[config.mk]
export PLATFORM = sky130hd
export DESIGN_NAME = osc_switch_and_doze_control
export DESIGN_NICKNAME = d
export VERILOG_FILES = /design/src/verilog/osc_control_pkg.sv /design/src/verilog/osc_switch_and_doze_control.sv
export VERILOG_INCLUDE_DIRS = /design/src /design/src/verilog
export SDC_FILE = /design/constraint.sdc
export NUM_CORES = 1
export LEC_CHECK = 0
export BUFFER_PORTS_ARGS = -buffer_cell sky130_fd_sc_hd__buf_2
export CORE_AREA = 2 2 183 95
export DETAILED_ROUTE_END_ITERATION = 16
export DIE_AREA = 0 0 185 97
export GPL_TIMING_DRIVEN = 1
export PLACE_DENSITY = 0.5
export SLEW_MARGIN = 10
export SYNTH_ARGS = -nofsm -noshare
export SYNTH_HDL_FRONTEND = slang
export SYNTH_SLANG_ARGS = --single-unit
[constraint.sdc]
create_clock -name core_clk -period 6.48 [get_ports core_clk]
set_clock_uncertainty 0.15 [all_clocks]
set_input_delay 0.972 -clock core_clk [delete_from_list [all_inputs] [get_ports core_clk]]
set_output_delay 0.972 -clock core_clk [all_outputs]
set_load 0.01 [all_outputs]
[src/verilog/osc_control_regs.svh]
/*
 * Register map, field positions, reset values and source codes for the
 * oscillator switch and doze control block.
 * Assumes a 32-bit AHB-Lite slave port with word-aligned registers.
 */
// Summary of operation
// - Current-source field, read-only, reports running clock source; code 110 reserved.
// - Next-source field is writable, same codes; reserved code must not be chosen.
// - Reset loads the next-source field from the boot source configuration.
// - With monitor configuration set, selection lock set-only and freezes source selection.
// - With monitor configuration clear, selection lock still sets and stays set but does not freeze source selection.
// - Pin map lock changes only after unlock; one-way configuration forbids clearing.
// - PLL lock flag is one when PLL locked, zero otherwise.
// - PLL lock flag forced zero during switches and for non-PLL sources.
// - Clock fail flag set by the monitor; software may only clear it.
// - Primary sleep enable keeps the primary oscillator running in sleep.
// - Secondary enable bit turns the 32 kHz secondary oscillator on or off.
// - Software sets switch request; device holds it until the switch completes.
// - Recover-on-interrupt set: an interrupt clears doze and restores ratio 1:1.
// - Doze ratio field is a power-of-two ratio, 1:1 up to 1:128.
// - Doze ratio resets to 1:1.
// - Doze enable applies the ratio; otherwise the ratio is forced 1:1.
// - Hardware clears doze enable on an interrupt while recovery is enabled.
// - Fast RC postscaler divides by 1,2,4,8,16,32,64 or 256.
// - System clock divider for USB divides by 1, 2, 4 or 8.
// - PLL enable bit turns on the 96 MHz PLL; software keeps it for USB/graphics.
// - Graphics clock select picks 96 MHz when one, 48 MHz when zero.
// - Switch request clears after a switch, a redundant request, or fail-safe switch.
// - Current-source field changes only at the end of a switch.
// - Clock fail flag clears on every valid clock switch.
`ifndef OSC_CONTROL_REGS_SVH
`define OSC_CONTROL_REGS_SVH

// Word offsets on the bus
`define OSC_CTRL_OFFSET 32'h0000_0000
`define CLK_DIV_OFFSET 32'h0000_0004
`define UNLOCK_OFFSET 32'h0000_0008

// Unlock keys, written back to back to the unlock register
`define UNLOCK_KEY1 32'h0000_0046
`define UNLOCK_KEY2 32'h0000_0057

// Oscillator control fields
`define CUR_SRC_MSB 14
`define CUR_SRC_LSB 12
`define NEXT_SRC_MSB 10
`define NEXT_SRC_LSB 8
`define SEL_LOCK_BIT 7
`define PIN_LOCK_BIT 6
`define PLL_LOCK_BIT 5
`define FAIL_FLAG_BIT 3
`define PRI_SLEEP_BIT 2
`define SEC_EN_BIT 1
`define SWITCH_REQ_BIT 0

// Clock divider fields
`define RECOVER_BIT 15
`define DOZE_MSB 14
`define DOZE_LSB 12
`define DOZE_EN_BIT 11
`define POSTSCALE_MSB 10
`define POSTSCALE_LSB 8
`define USB_DIV_MSB 7
`define USB_DIV_LSB 6
`define PLL96_EN_BIT 5
`define GFX_SEL_BIT 4

// Reset values
`define CLK_DIV_RESET 16'h0100
`define POSTSCALE_RESET 3'h1

// Clock source codes
`define SRC_FAST_RC 3'h0
`define SRC_FAST_RC_PLL 3'h1
`define SRC_PRIMARY 3'h2
`define SRC_PRIMARY_PLL 3'h3
`define SRC_SECONDARY 3'h4
`define SRC_LOW_POWER_RC 3'h5
`define SRC_RESERVED 3'h6
`define SRC_FAST_RC_DIV 3'h7

`endif

[src/verilog/osc_control_pkg.sv]
/*
 * Types shared by the oscillator switch and doze control block.
 * Assumes the constants header is included by its users.
 */
package osc_control_pkg;

   typedef enum logic [1:0] {
      SW_IDLE,
      SW_REQUEST,
      SW_RELEASE
   } switch_state_t;

   // Settings delivered to the clock tree
   typedef struct packed {
      logic primaryOscRun;
      logic secondaryOscEn;
      logic pll96En;
      logic graphicsSel96;
      logic [3:0] fastRcDivLog2;
      logic [1:0] sysClkDivLog2;
      logic [2:0] dozeLog2;
   } clk_tree_t;

endpackage : osc_control_pkg

[src/verilog/osc_switch_and_doze_control.sv]
/*
 * Oscillator control and clock divider registers behind an AHB-Lite slave,
 * the clock switch sequencer, and the doze clock enable divider.
 * Assumes the oscillator fabric answers a switch request with a level
 * acknowledge, and that pins from the analog side are asynchronous.
 */
// Implementation choices: the register addresses and the AHB-Lite register port.
`timescale 1ns/100ps
`include "osc_control_regs.svh"

module osc_switch_and_doze_control
   import osc_control_pkg::*;
(
   // Clock and reset
   input wire logic core_clk,
   input wire logic rst,
   // AHB-Lite slave
   input wire logic hsel,
   input wire logic [31:0] haddr,
   input wire logic [1:0] htrans,
   input wire logic hwrite,
   input wire logic [2:0] hsize,
   input wire logic [31:0] hwdata,
   input wire logic hready,
   output logic hreadyout,
   output logic hresp,
   output logic [31:0] hrdata,
   // Configuration straps, asynchronous
   input wire logic [2:0] boot_source_cfg,
   input wire logic switch_monitor_cfg,
   input wire logic one_way_pin_lock_cfg,
   // Oscillator fabric, asynchronous
   input wire logic pllLocked,
   input wire logic failDetect,
   input wire logic switchAck,
   output logic switchReq,
   output logic [2:0] switchTarget,
   // Core events, same clock
   input wire logic irqEvent,
   input wire logic sleepMode,
   // Clock tree settings
   output clk_tree_t clkTree,
   output logic pinMapLock,
   output logic cpuClkEn
);

   ////////////////////////////////////////////////////////////////////////
   // Helpers

   function automatic logic usesPll(input logic [2:0] src);
      usesPll = (src == `SRC_FAST_RC_PLL) || (src == `SRC_PRIMARY_PLL);
   endfunction : usesPll

   function automatic logic [3:0] fastRcLog2(input logic [2:0] sel);
      // Top code skips divide by 128 and goes to 256
      fastRcLog2 = (sel == 3'h7) ? 4'h8 : {1'b0, sel};
   endfunction : fastRcLog2

   ////////////////////////////////////////////////////////////////////////
   // Synchronisers for the asynchronous inputs

   logic [2:0] bootMeta_q, bootSync_q;
   logic monMeta_q, monSync_q, oneWayMeta_q, oneWaySync_q;
   logic pllMeta_q, pllSync_q, failMeta_q, failSync_q, failSeen_q;
   logic ackMeta_q, ackSync_q;
   logic failEdge;

   always_ff @(posedge core_clk)
   begin
      bootMeta_q <= boot_source_cfg;
      bootSync_q <= bootMeta_q;
      monMeta_q <= switch_monitor_cfg;
      monSync_q <= monMeta_q;
      oneWayMeta_q <= one_way_pin_lock_cfg;
      oneWaySync_q <= oneWayMeta_q;
      pllMeta_q <= pllLocked;
      pllSync_q <= pllMeta_q;
      failMeta_q <= failDetect;
      failSync_q <= failMeta_q;
      ackMeta_q <= switchAck;
      ackSync_q <= ackMeta_q;
   end

   always_ff @(posedge core_clk)
   begin
      if (rst)
         failSeen_q <= 1'b0;
      else
         failSeen_q <= failSync_q;
   end

   assign failEdge = failSync_q & ~failSeen_q;

   ////////////////////////////////////////////////////////////////////////
   // Bus slave: writes take no wait state, reads take one

   logic wrPend_q, rdPend_q, hreadyout_q;
   logic [31:0] wrAddr_q, rdAddr_q, hrdata_q, readMux;
   logic addrPhase, wrOsc, wrDiv, wrKey;

   assign addrPhase = hsel & htrans[1] & hready;

   always_ff @(posedge core_clk)
   begin
      if (rst)
      begin
         wrPend_q <= 1'b0;
         rdPend_q <= 1'b0;
         wrAddr_q <= 32'h0000_0000;
         rdAddr_q <= 32'h0000_0000;
         hreadyout_q <= 1'b1;
         hrdata_q <= 32'h0000_0000;
      end
      else
      begin
         wrPend_q <= addrPhase & hwrite;
         rdPend_q <= addrPhase & ~hwrite;
         if (addrPhase)
         begin
            wrAddr_q <= haddr;
            rdAddr_q <= haddr;
         end
         // Read data is taken after pending writes have landed
         hreadyout_q <= ~(addrPhase & ~hwrite);
         if (rdPend_q)
            hrdata_q <= readMux;
      end
   end

   assign hreadyout = hreadyout_q;
   assign hresp = 1'b0;
   assign hrdata = hrdata_q;

   ////////////////////////////////////////////////////////////////////////
   // Unlock key sequence

   logic keyHalf_q, unlocked_q;

   assign wrKey = wrPend_q & (wrAddr_q == `UNLOCK_OFFSET);
   assign wrOsc = wrPend_q & (wrAddr_q == `OSC_CTRL_OFFSET) & unlocked_q;
   assign wrDiv = wrPend_q & (wrAddr_q == `CLK_DIV_OFFSET);

   // Unlock lasts only up to the next bus write of any kind
   always_ff @(posedge core_clk)
   begin
      if (rst)
      begin
         keyHalf_q <= 1'b0;
         unlocked_q <= 1'b0;
      end
      else if (wrPend_q)
      begin
         keyHalf_q <= wrKey & (hwdata == `UNLOCK_KEY1);
         unlocked_q <= wrKey & keyHalf_q & (hwdata == `UNLOCK_KEY2);
      end
   end

   ////////////////////////////////////////////////////////////////////////
   // Oscillator control: software fields

   logic [2:0] nextSrc_q;
   logic selLock_q, pinLock_q, priSleep_q, secEn_q;
   logic selFrozen;

   assign selFrozen = monSync_q & selLock_q;

   always_ff @(posedge core_clk)
   begin
      if (rst)
      begin
         nextSrc_q <= bootSync_q;
         selLock_q <= 1'b0;
         pinLock_q <= 1'b0;
         priSleep_q <= 1'b0;
         secEn_q <= 1'b0;
      end
      else if (wrOsc)
      begin
         // Reserved code is refused, the old choice stays
         if (!selFrozen && hwdata[`NEXT_SRC_MSB:`NEXT_SRC_LSB] != `SRC_RESERVED)
            nextSrc_q <= hwdata[`NEXT_SRC_MSB:`NEXT_SRC_LSB];
         if (hwdata[`SEL_LOCK_BIT])
            selLock_q <= 1'b1;
         if (!(oneWaySync_q && pinLock_q))
            pinLock_q <= hwdata[`PIN_LOCK_BIT];
         priSleep_q <= hwdata[`PRI_SLEEP_BIT];
         secEn_q <= hwdata[`SEC_EN_BIT];
      end
   end

   ////////////////////////////////////////////////////////////////////////
   // Switch sequencer

   switch_state_t swState_q;
   logic [2:0] curSrc_q, target_q;
   logic switchReqBit_q, bootPend_q, failFlag_q, pllFlag_q, switchReq_q;
   logic swWanted, reqWrite;

   assign reqWrite = wrOsc & hwdata[`SWITCH_REQ_BIT] & ~selFrozen;
   assign swWanted = switchReqBit_q | bootPend_q;

   always_ff @(posedge core_clk)
   begin
      if (rst)
      begin
         swState_q <= SW_IDLE;
         curSrc_q <= `SRC_FAST_RC_DIV;
         target_q <= `SRC_FAST_RC_DIV;
         switchReqBit_q <= 1'b0;
         bootPend_q <= 1'b1;
         switchReq_q <= 1'b0;
      end
      else if (failEdge)
      begin
         // Fail-safe falls back to the fast RC and drops any request
         swState_q <= SW_IDLE;
         curSrc_q <= `SRC_FAST_RC;
         switchReqBit_q <= 1'b0;
         bootPend_q <= 1'b0;
         switchReq_q <= 1'b0;
      end
      else
      begin
         if (reqWrite)
            switchReqBit_q <= 1'b1;
         unique case (swState_q)
            SW_IDLE:
               if (swWanted && !reqWrite)
               begin
                  if (nextSrc_q == curSrc_q)
                  begin
                     switchReqBit_q <= 1'b0;
                     bootPend_q <= 1'b0;
                  end
                  else
                  begin
                     target_q <= nextSrc_q;
                     switchReq_q <= 1'b1;
                     swState_q <= SW_REQUEST;
                  end
               end
            SW_REQUEST:
               if (ackSync_q)
               begin
                  curSrc_q <= target_q;
                  // A request written in the closing cycle is kept, not lost
                  switchReqBit_q <= reqWrite;
                  bootPend_q <= 1'b0;
                  switchReq_q <= 1'b0;
                  swState_q <= SW_RELEASE;
               end
            SW_RELEASE:
               if (!ackSync_q)
                  swState_q <= SW_IDLE;
         endcase
      end
   end

   assign switchReq = switchReq_q;
   assign switchTarget = target_q;

   // Monitor sets, software clears with a zero; a set wins over a clear
   always_ff @(posedge core_clk)
   begin
      if (rst)
         failFlag_q <= 1'b0;
      else if (failEdge)
         failFlag_q <= 1'b1;
      else if (swState_q == SW_REQUEST && ackSync_q)
         failFlag_q <= 1'b0;
      else if (wrOsc && !hwdata[`FAIL_FLAG_BIT])
         failFlag_q <= 1'b0;
   end

   always_ff @(posedge core_clk)
   begin
      if (rst)
         pllFlag_q <= 1'b0;
      else
         pllFlag_q <= pllSync_q & usesPll(curSrc_q) & (swState_q == SW_IDLE)
            & ~switchReq_q;
   end

   ////////////////////////////////////////////////////////////////////////
   // Clock divider register

   logic recover_q, dozeEn_q, pll96_q, gfxSel_q;
   logic [2:0] doze_q, postscale_q;
   logic [1:0] usbDiv_q;

   always_ff @(posedge core_clk)
   begin
      if (rst)
      begin
         recover_q <= 1'b0;
         doze_q <= 3'h0;
         postscale_q <= `POSTSCALE_RESET;
         usbDiv_q <= 2'h0;
         pll96_q <= 1'b0;
         gfxSel_q <= 1'b0;
      end
      else if (wrDiv)
      begin
         recover_q <= hwdata[`RECOVER_BIT];
         doze_q <= hwdata[`DOZE_MSB:`DOZE_LSB];
         postscale_q <= hwdata[`POSTSCALE_MSB:`POSTSCALE_LSB];
         usbDiv_q <= hwdata[`USB_DIV_MSB:`USB_DIV_LSB];
         pll96_q <= hwdata[`PLL96_EN_BIT];
         gfxSel_q <= hwdata[`GFX_SEL_BIT];
      end
   end

   // Recovery beats a simultaneous software set so no interrupt is slowed
   always_ff @(posedge core_clk)
   begin
      if (rst)
         dozeEn_q <= 1'b0;
      else if (irqEvent && recover_q)
         dozeEn_q <= 1'b0;
      else if (wrDiv)
         dozeEn_q <= hwdata[`DOZE_EN_BIT];
   end

   ////////////////////////////////////////////////////////////////////////
   // Read multiplexer; unused bits read zero

   always_comb
   begin
      readMux = 32'h0000_0000;
      if (rdAddr_q == `OSC_CTRL_OFFSET)
      begin
         readMux[`CUR_SRC_MSB:`CUR_SRC_LSB] = curSrc_q;
         readMux[`NEXT_SRC_MSB:`NEXT_SRC_LSB] = nextSrc_q;
         readMux[`SEL_LOCK_BIT] = selLock_q;
         readMux[`PIN_LOCK_BIT] = pinLock_q;
         readMux[`PLL_LOCK_BIT] = pllFlag_q;
         readMux[`FAIL_FLAG_BIT] = failFlag_q;
         readMux[`PRI_SLEEP_BIT] = priSleep_q;
         readMux[`SEC_EN_BIT] = secEn_q;
         readMux[`SWITCH_REQ_BIT] = switchReqBit_q;
      end
      else if (rdAddr_q == `CLK_DIV_OFFSET)
      begin
         readMux[`RECOVER_BIT] = recover_q;
         readMux[`DOZE_MSB:`DOZE_LSB] = doze_q;
         readMux[`DOZE_EN_BIT] = dozeEn_q;
         readMux[`POSTSCALE_MSB:`POSTSCALE_LSB] = postscale_q;
         readMux[`USB_DIV_MSB:`USB_DIV_LSB] = usbDiv_q;
         readMux[`PLL96_EN_BIT] = pll96_q;
         readMux[`GFX_SEL_BIT] = gfxSel_q;
      end
   end

   ////////////////////////////////////////////////////////////////////////
   // Clock tree settings and doze enable divider

   clk_tree_t clkTree_q;
   logic [6:0] dozeCnt_q;
   logic cpuClkEn_q;
   logic [6:0] dozeMask;

   always_ff @(posedge core_clk)
   begin
      if (rst)
      begin
         clkTree_q <= '0;
         pinMapLock <= 1'b0;
      end
      else
      begin
         clkTree_q.primaryOscRun <= ~sleepMode | priSleep_q;
         clkTree_q.secondaryOscEn <= secEn_q;
         clkTree_q.pll96En <= pll96_q;
         clkTree_q.graphicsSel96 <= gfxSel_q;
         clkTree_q.fastRcDivLog2 <= fastRcLog2(postscale_q);
         clkTree_q.sysClkDivLog2 <= usbDiv_q;
         clkTree_q.dozeLog2 <= dozeEn_q ? doze_q : 3'h0;
         pinMapLock <= pinLock_q;
      end
   end

   assign clkTree = clkTree_q;
   assign dozeMask = 7'(({7'h00, 1'b1} << clkTree_q.dozeLog2) - 8'h01);

   // One CPU enable pulse for every 2^n core clocks
   always_ff @(posedge core_clk)
   begin
      if (rst)
      begin
         dozeCnt_q <= 7'h00;
         cpuClkEn_q <= 1'b0;
      end
      else
      begin
         dozeCnt_q <= (dozeCnt_q + 7'h01) & dozeMask;
         cpuClkEn_q <= ((dozeCnt_q & dozeMask) == 7'h00);
      end
   end

   assign cpuClkEn = cpuClkEn_q;
endmodule : osc_switch_and_doze_control

Yosys cells after proc, flatten, opt, wreduce, memory -nomap -nowiden:

Cells that the tools add are included.

* bits of input ports: 84
* logic and storage cells: 171
* output and inout port bits: 53
* register bits: 124

* bitwise gates (word level): 32
* eq/ne operators: 18
* muxes and demuxes: 35
* shift operators: 1
* add/subtract/negate cells: 2
* reductions and logical operators: 32

Operators with widths (number)
* $eq 32x7->1 const B: 2
* $eq 32x3->1 const B: 1
* $eq 32x4->1 const B: 1
* $logic_not 32->1: 1
* $mux 3: 7
* $and 1x1->1: 18
* $mux 1: 16
* $reduce_and 4->1: 4
* $and 7x7->7: 2
* $mux 12: 1
* $ne 3x3->1 const B: 4
* $not 1->1: 10
* $reduce_bool 2->1: 5
* $mux 2: 4
* $mux 4: 2
* $ne 2x2->1 const B: 4
* $reduce_and 2->1: 4
* $reduce_or 2->1: 4
* $add 7x1->7 const B: 1
* $logic_not 7->1: 1
* $shl 1x3->7 const A: 1
* $sub 7x1->7 const B: 1
* $logic_and 1x1->1: 6
* $mux 6: 1
* other kinds (13): 19

Longest topological paths before layout:

* depth in word-level cells: 10
* gate-level depth with buffers: 9
* gate-level depth less buffers: 8

Worst setup path after synthesis:

No wires, ideal clock.

* path type: register to register
* start point: register rdAddr_q[9] (netlist name)
* end point: register doze_q[2]
* required time: 6202 ps
* buffers on the path: 1
* data arrival time: 2236 ps
* setup time: 128 ps
* cell stages (with the launch flop): 7
* clock period less this slack: 2514 ps
* setup slack: 3966 ps
* path through: dfxtp_1 or4_4 or4_4 nor4_4 buf_6 mux2i_1 nor2_1

RTL lines
* to (signal assigned): line osc_switch_and_doze_control.sv:305 `` doze_q <= hwdata[`DOZE_MSB:`DOZE_LSB]; ``
* to (decl): line osc_switch_and_doze_control.sv:288 `logic [2:0] doze_q, postscale_q;`

==> impl_metrics.csv <==
group,metric,value,unit
logic_synthesis,yosys_warnings,0,
setup_path,worstSetupStartpointType,"flip-flop",
placed_design,place_area,5558,sq um
sta,hold_ws,175.3,ps
logic_synthesis,synth_area,4842,sq um
setup_path,path_buf_inv,0,
grt,grt_pass1_wl,20160,um
finish,n_antenna_cell,0,
floorplan,core,16190,sq um
placed_design,dp.cells,849,
sta,setup_viol,0,
floorplan,die_y,97,um
sta,finalHoldViolations,0,
logic_synthesis,synthFlopType,"dfxtp_1",
logic_synthesis,ys_async_sr_fraction,0,
logic_synthesis,ys_types,49,
clock_network,cts_setup_buffers,0,
finish,nets,730,
grt,grt_pass1_vias,4020,
setup_path,cp_cell_sequence,"or4_4 > or4_4 > nor4_4 > mux2i_1 > a211oi_2",
setup_path,slowest_stage,"nor4_4",
clock_network,postCtsHoldBufs,0,
status,status,"finished, final reports clean",
logic_synthesis,synth_common_cells,"dfxtp_1, nand2_1, a21oi_1, nor2_1, mux2i_1",
grt,grt_usage,0.1433,
job,max-cap-violations,0,
route,via_per_inst,4.470,
sta,fin_setup_tns,0,ps
hold_path,hp-class,"flip-flop to flip-flop",
power,p_total,1.904,mW
route,routedWlPerCell,13.85,um
sta,period_share,0.4710,
grt,antenna_found_initial,0,
floorplan,die-area,17950,sq um
logic_synthesis,yosysTopAreaCellShare,0.5003,
setup_path,critPathRequiredTime,6580,ps
sta,rsz0062_at_grt,"false",
clock_network,cts-root-buf,"clkbuf_16",
route,vias,3938,
placed_design,dp_hpwl,8684,um
route,routed_wl,12210,um
logic_synthesis,synth_most_common_cell,"dfxtp_1",
floorplan,initial_utilization,0.2992,
placed_design,numPortBuffers,115,
clock_network,cts_tree,"done",
clock_network,cts_buffers,17,
placed_design,place_congestion,0.7633,
logic_synthesis,ys_seq_area_frac,0.5189,
route,antenna_left,0,
sta,setup_slack,3428,ps
setup_path,rr_startpoint,"rdAddr_q[9]$_SDFFE_PP0P_",
setup_path,crit_fanout,15,
power,leakage,2.520,nW
sta,max_slew.worst_pin.slew,1151,ps
sta,relSlewSlack,0.2327,
setup_path,crit_type,"flip-flop to flip-flop",
logic_synthesis,syn_avg_cell_area,9.153,sq um
setup_path,worstRegToRegCells,5,
finish,finalNonFillerCells,881,
power,pwr_density_cell,309.2,nW/um^2
finish,utilization,0.3805,
logic_synthesis,syn_inst,529,
grt,grt-ovfl-total,0,
hold_path,hold_depth,0,
grt,grt_start_max_net_pins,85,
clock_network,cts_resized,0,
logic_synthesis,synth-seq-cells,124,
logic_synthesis,yosys.area.top_type,"dfxtp_1",
setup_path,reg2reg_slack,3430,ps
logic_synthesis,synth-edff-count,3,
clock_network,insertion_delay,410,ps
floorplan,die_w,185,um
setup_path,arrival,3150,ps
floorplan,ios,137,
clock_network,numClockSinks,124,
finish,post_route_cells_drive_above_1_share,0.2446,
logic_synthesis,synth_area_leaders,"dfxtp_1, nand2_1, mux2i_1",
hold_path,hold-path-endpoint,"bootSync_q[2]$_DFF_P_",
finish,syn_to_final_growth,27.18,%
finish,fin_area,6158,sq um
clock_network,clockBufferDepth,2,
setup_path,critPathMaxStageDelay,930,ps
clock_network,path_clk_slew,60,ps
sta,finalCriticalPeriod,3052,ps
clock_network,htreeDepth,4,
power,vdd_ir_drop_max,221.6,uV
route,drt-pass1-iter-count,4,
hold_path,hold_start,"bootMeta_q[2]$_DFF_P_",
setup_path,r2r-end,"dozeEn_q$_SDFFE_PP0P_",
placed_design,dp_slack,3402,ps
route,route.detailed.drc,0,
setup_path,cpLargestDelayFamily,"simple AND/OR/NAND/NOR gates",
setup_path,crit_top_cell,"or4_4",
route,drtIter0Drc,200,
setup_path,endpoint_kind,"flip-flop",
sta,fmax,0.3276,GHz
sta,drv_slew,0,
floorplan,rows,33,
## where the power goes
part	internal, mW	leakage, nW	switching [mW]
clock network	0.603	0.285	0.352
logic	0.0612	1.22	0.0822
registers	0.790	1.02	0.0155
## sequential cells by signal, indices dropped and copies added, names as in the netlist, 2 cells and up
name and flops:
bootMeta_q 3, doze_q 3, rdAddr_q 32, hrdata 16, postscale_q 3, curSrc_q 3
bootSync_q 3, usbDiv_q 2, clkTree 13, dozeCnt_q 7, switchTarget 3, nextSrc_q 3
swState_q 2
## worst max path at each step
stage / startpoint / end / slack (ps) / depth (start not counted)
final: rdAddr_q[9]$_SDFFE_PP0P_ / dozeEn_q$_SDFFE_PP0P_ / 3430 / 5
after detailed placement: rdAddr_q[9]$_SDFFE_PP0P_ / dozeEn_q$_SDFFE_PP0P_ / 3400 / 5
after CTS: rdAddr_q[9]$_SDFFE_PP0P_ / dozeEn_q$_SDFFE_PP0P_ / 3390 / 5
after global routing: rdAddr_q[9]$_SDFFE_PP0P_ / dozeEn_q$_SDFFE_PP0P_ / 3250 / 5
after global placement: rdAddr_q[9]$_SDFFE_PP0P_ / dozeEn_q$_SDFFE_PP0P_ / 3440 / 5
after floorplan: rdAddr_q[9]$_SDFFE_PP0P_ / doze_q[2]$_SDFFE_PP0P_ / 3970 / 6
## area by class of cell
type	count	area, sq um
fill	1684	10030
sequential	124	2512
multi-input combinational	368	2118
timing repair buffer	118	598.1
clock buffer	17	425.4
tap	227	284.0
clock inverter	15	175.2
inverter	12	45.04
## cell usage in the layout (no fill, tap or decap), drive strengths merged, types with 5 or more instances in the layout
cell    count
a21oi      46
a22o        7
and3        6
buf       118
clkbuf     17
clkinv      8
conb       17
dfxtp     121
ha          5
inv        12
mux2i      29
nand2      90
nand2b      9
nand3      12
nor2       38
nor2b      10
nor3       10
nor4       14
nor4b       5
o21ai      21
or4         7
xnor2       5
## logic make-up (layout without fill, tap and decap cells)
group | count (synthesis) | after routing | synth area share
simple gates | 214 | 214 | 0.2176
flops | 124 | 124 | 0.5189
compound gates | 90 | 90 | 0.1083
buf+inv | 53 | 162 | 0.05607
mux | 33 | 33 | 0.06925
xor+xnor | 9 | 9 | 0.01628
fa+ha+maj | 5 | 5 | 0.01292
other cells | 1 | 17 | 0.0007745
## per-layer routing
layer | global-route usage | part of all wire | vias up
li1 | - | - | 2017
met1 | 0.1853 | 0.48 | 1809
met2 | 0.2285 | 0.46 | 100
met3 | 0.03953 | 0.044 | 12
met4 | 0.05189 | 0.015 | 0
met5 | 0 | 0 | -
## worst register-to-register path, delay by kind of cell, from the launching register on
family / cells / cell delay (ps)
AOI/OAI and AO/OA: 1 / 60
DFF: 1 / 310
and+or+nand+nor: 3 / 2060
muxes: 1 / 320
No activity file was read; power rests on OpenSTA's default activity.
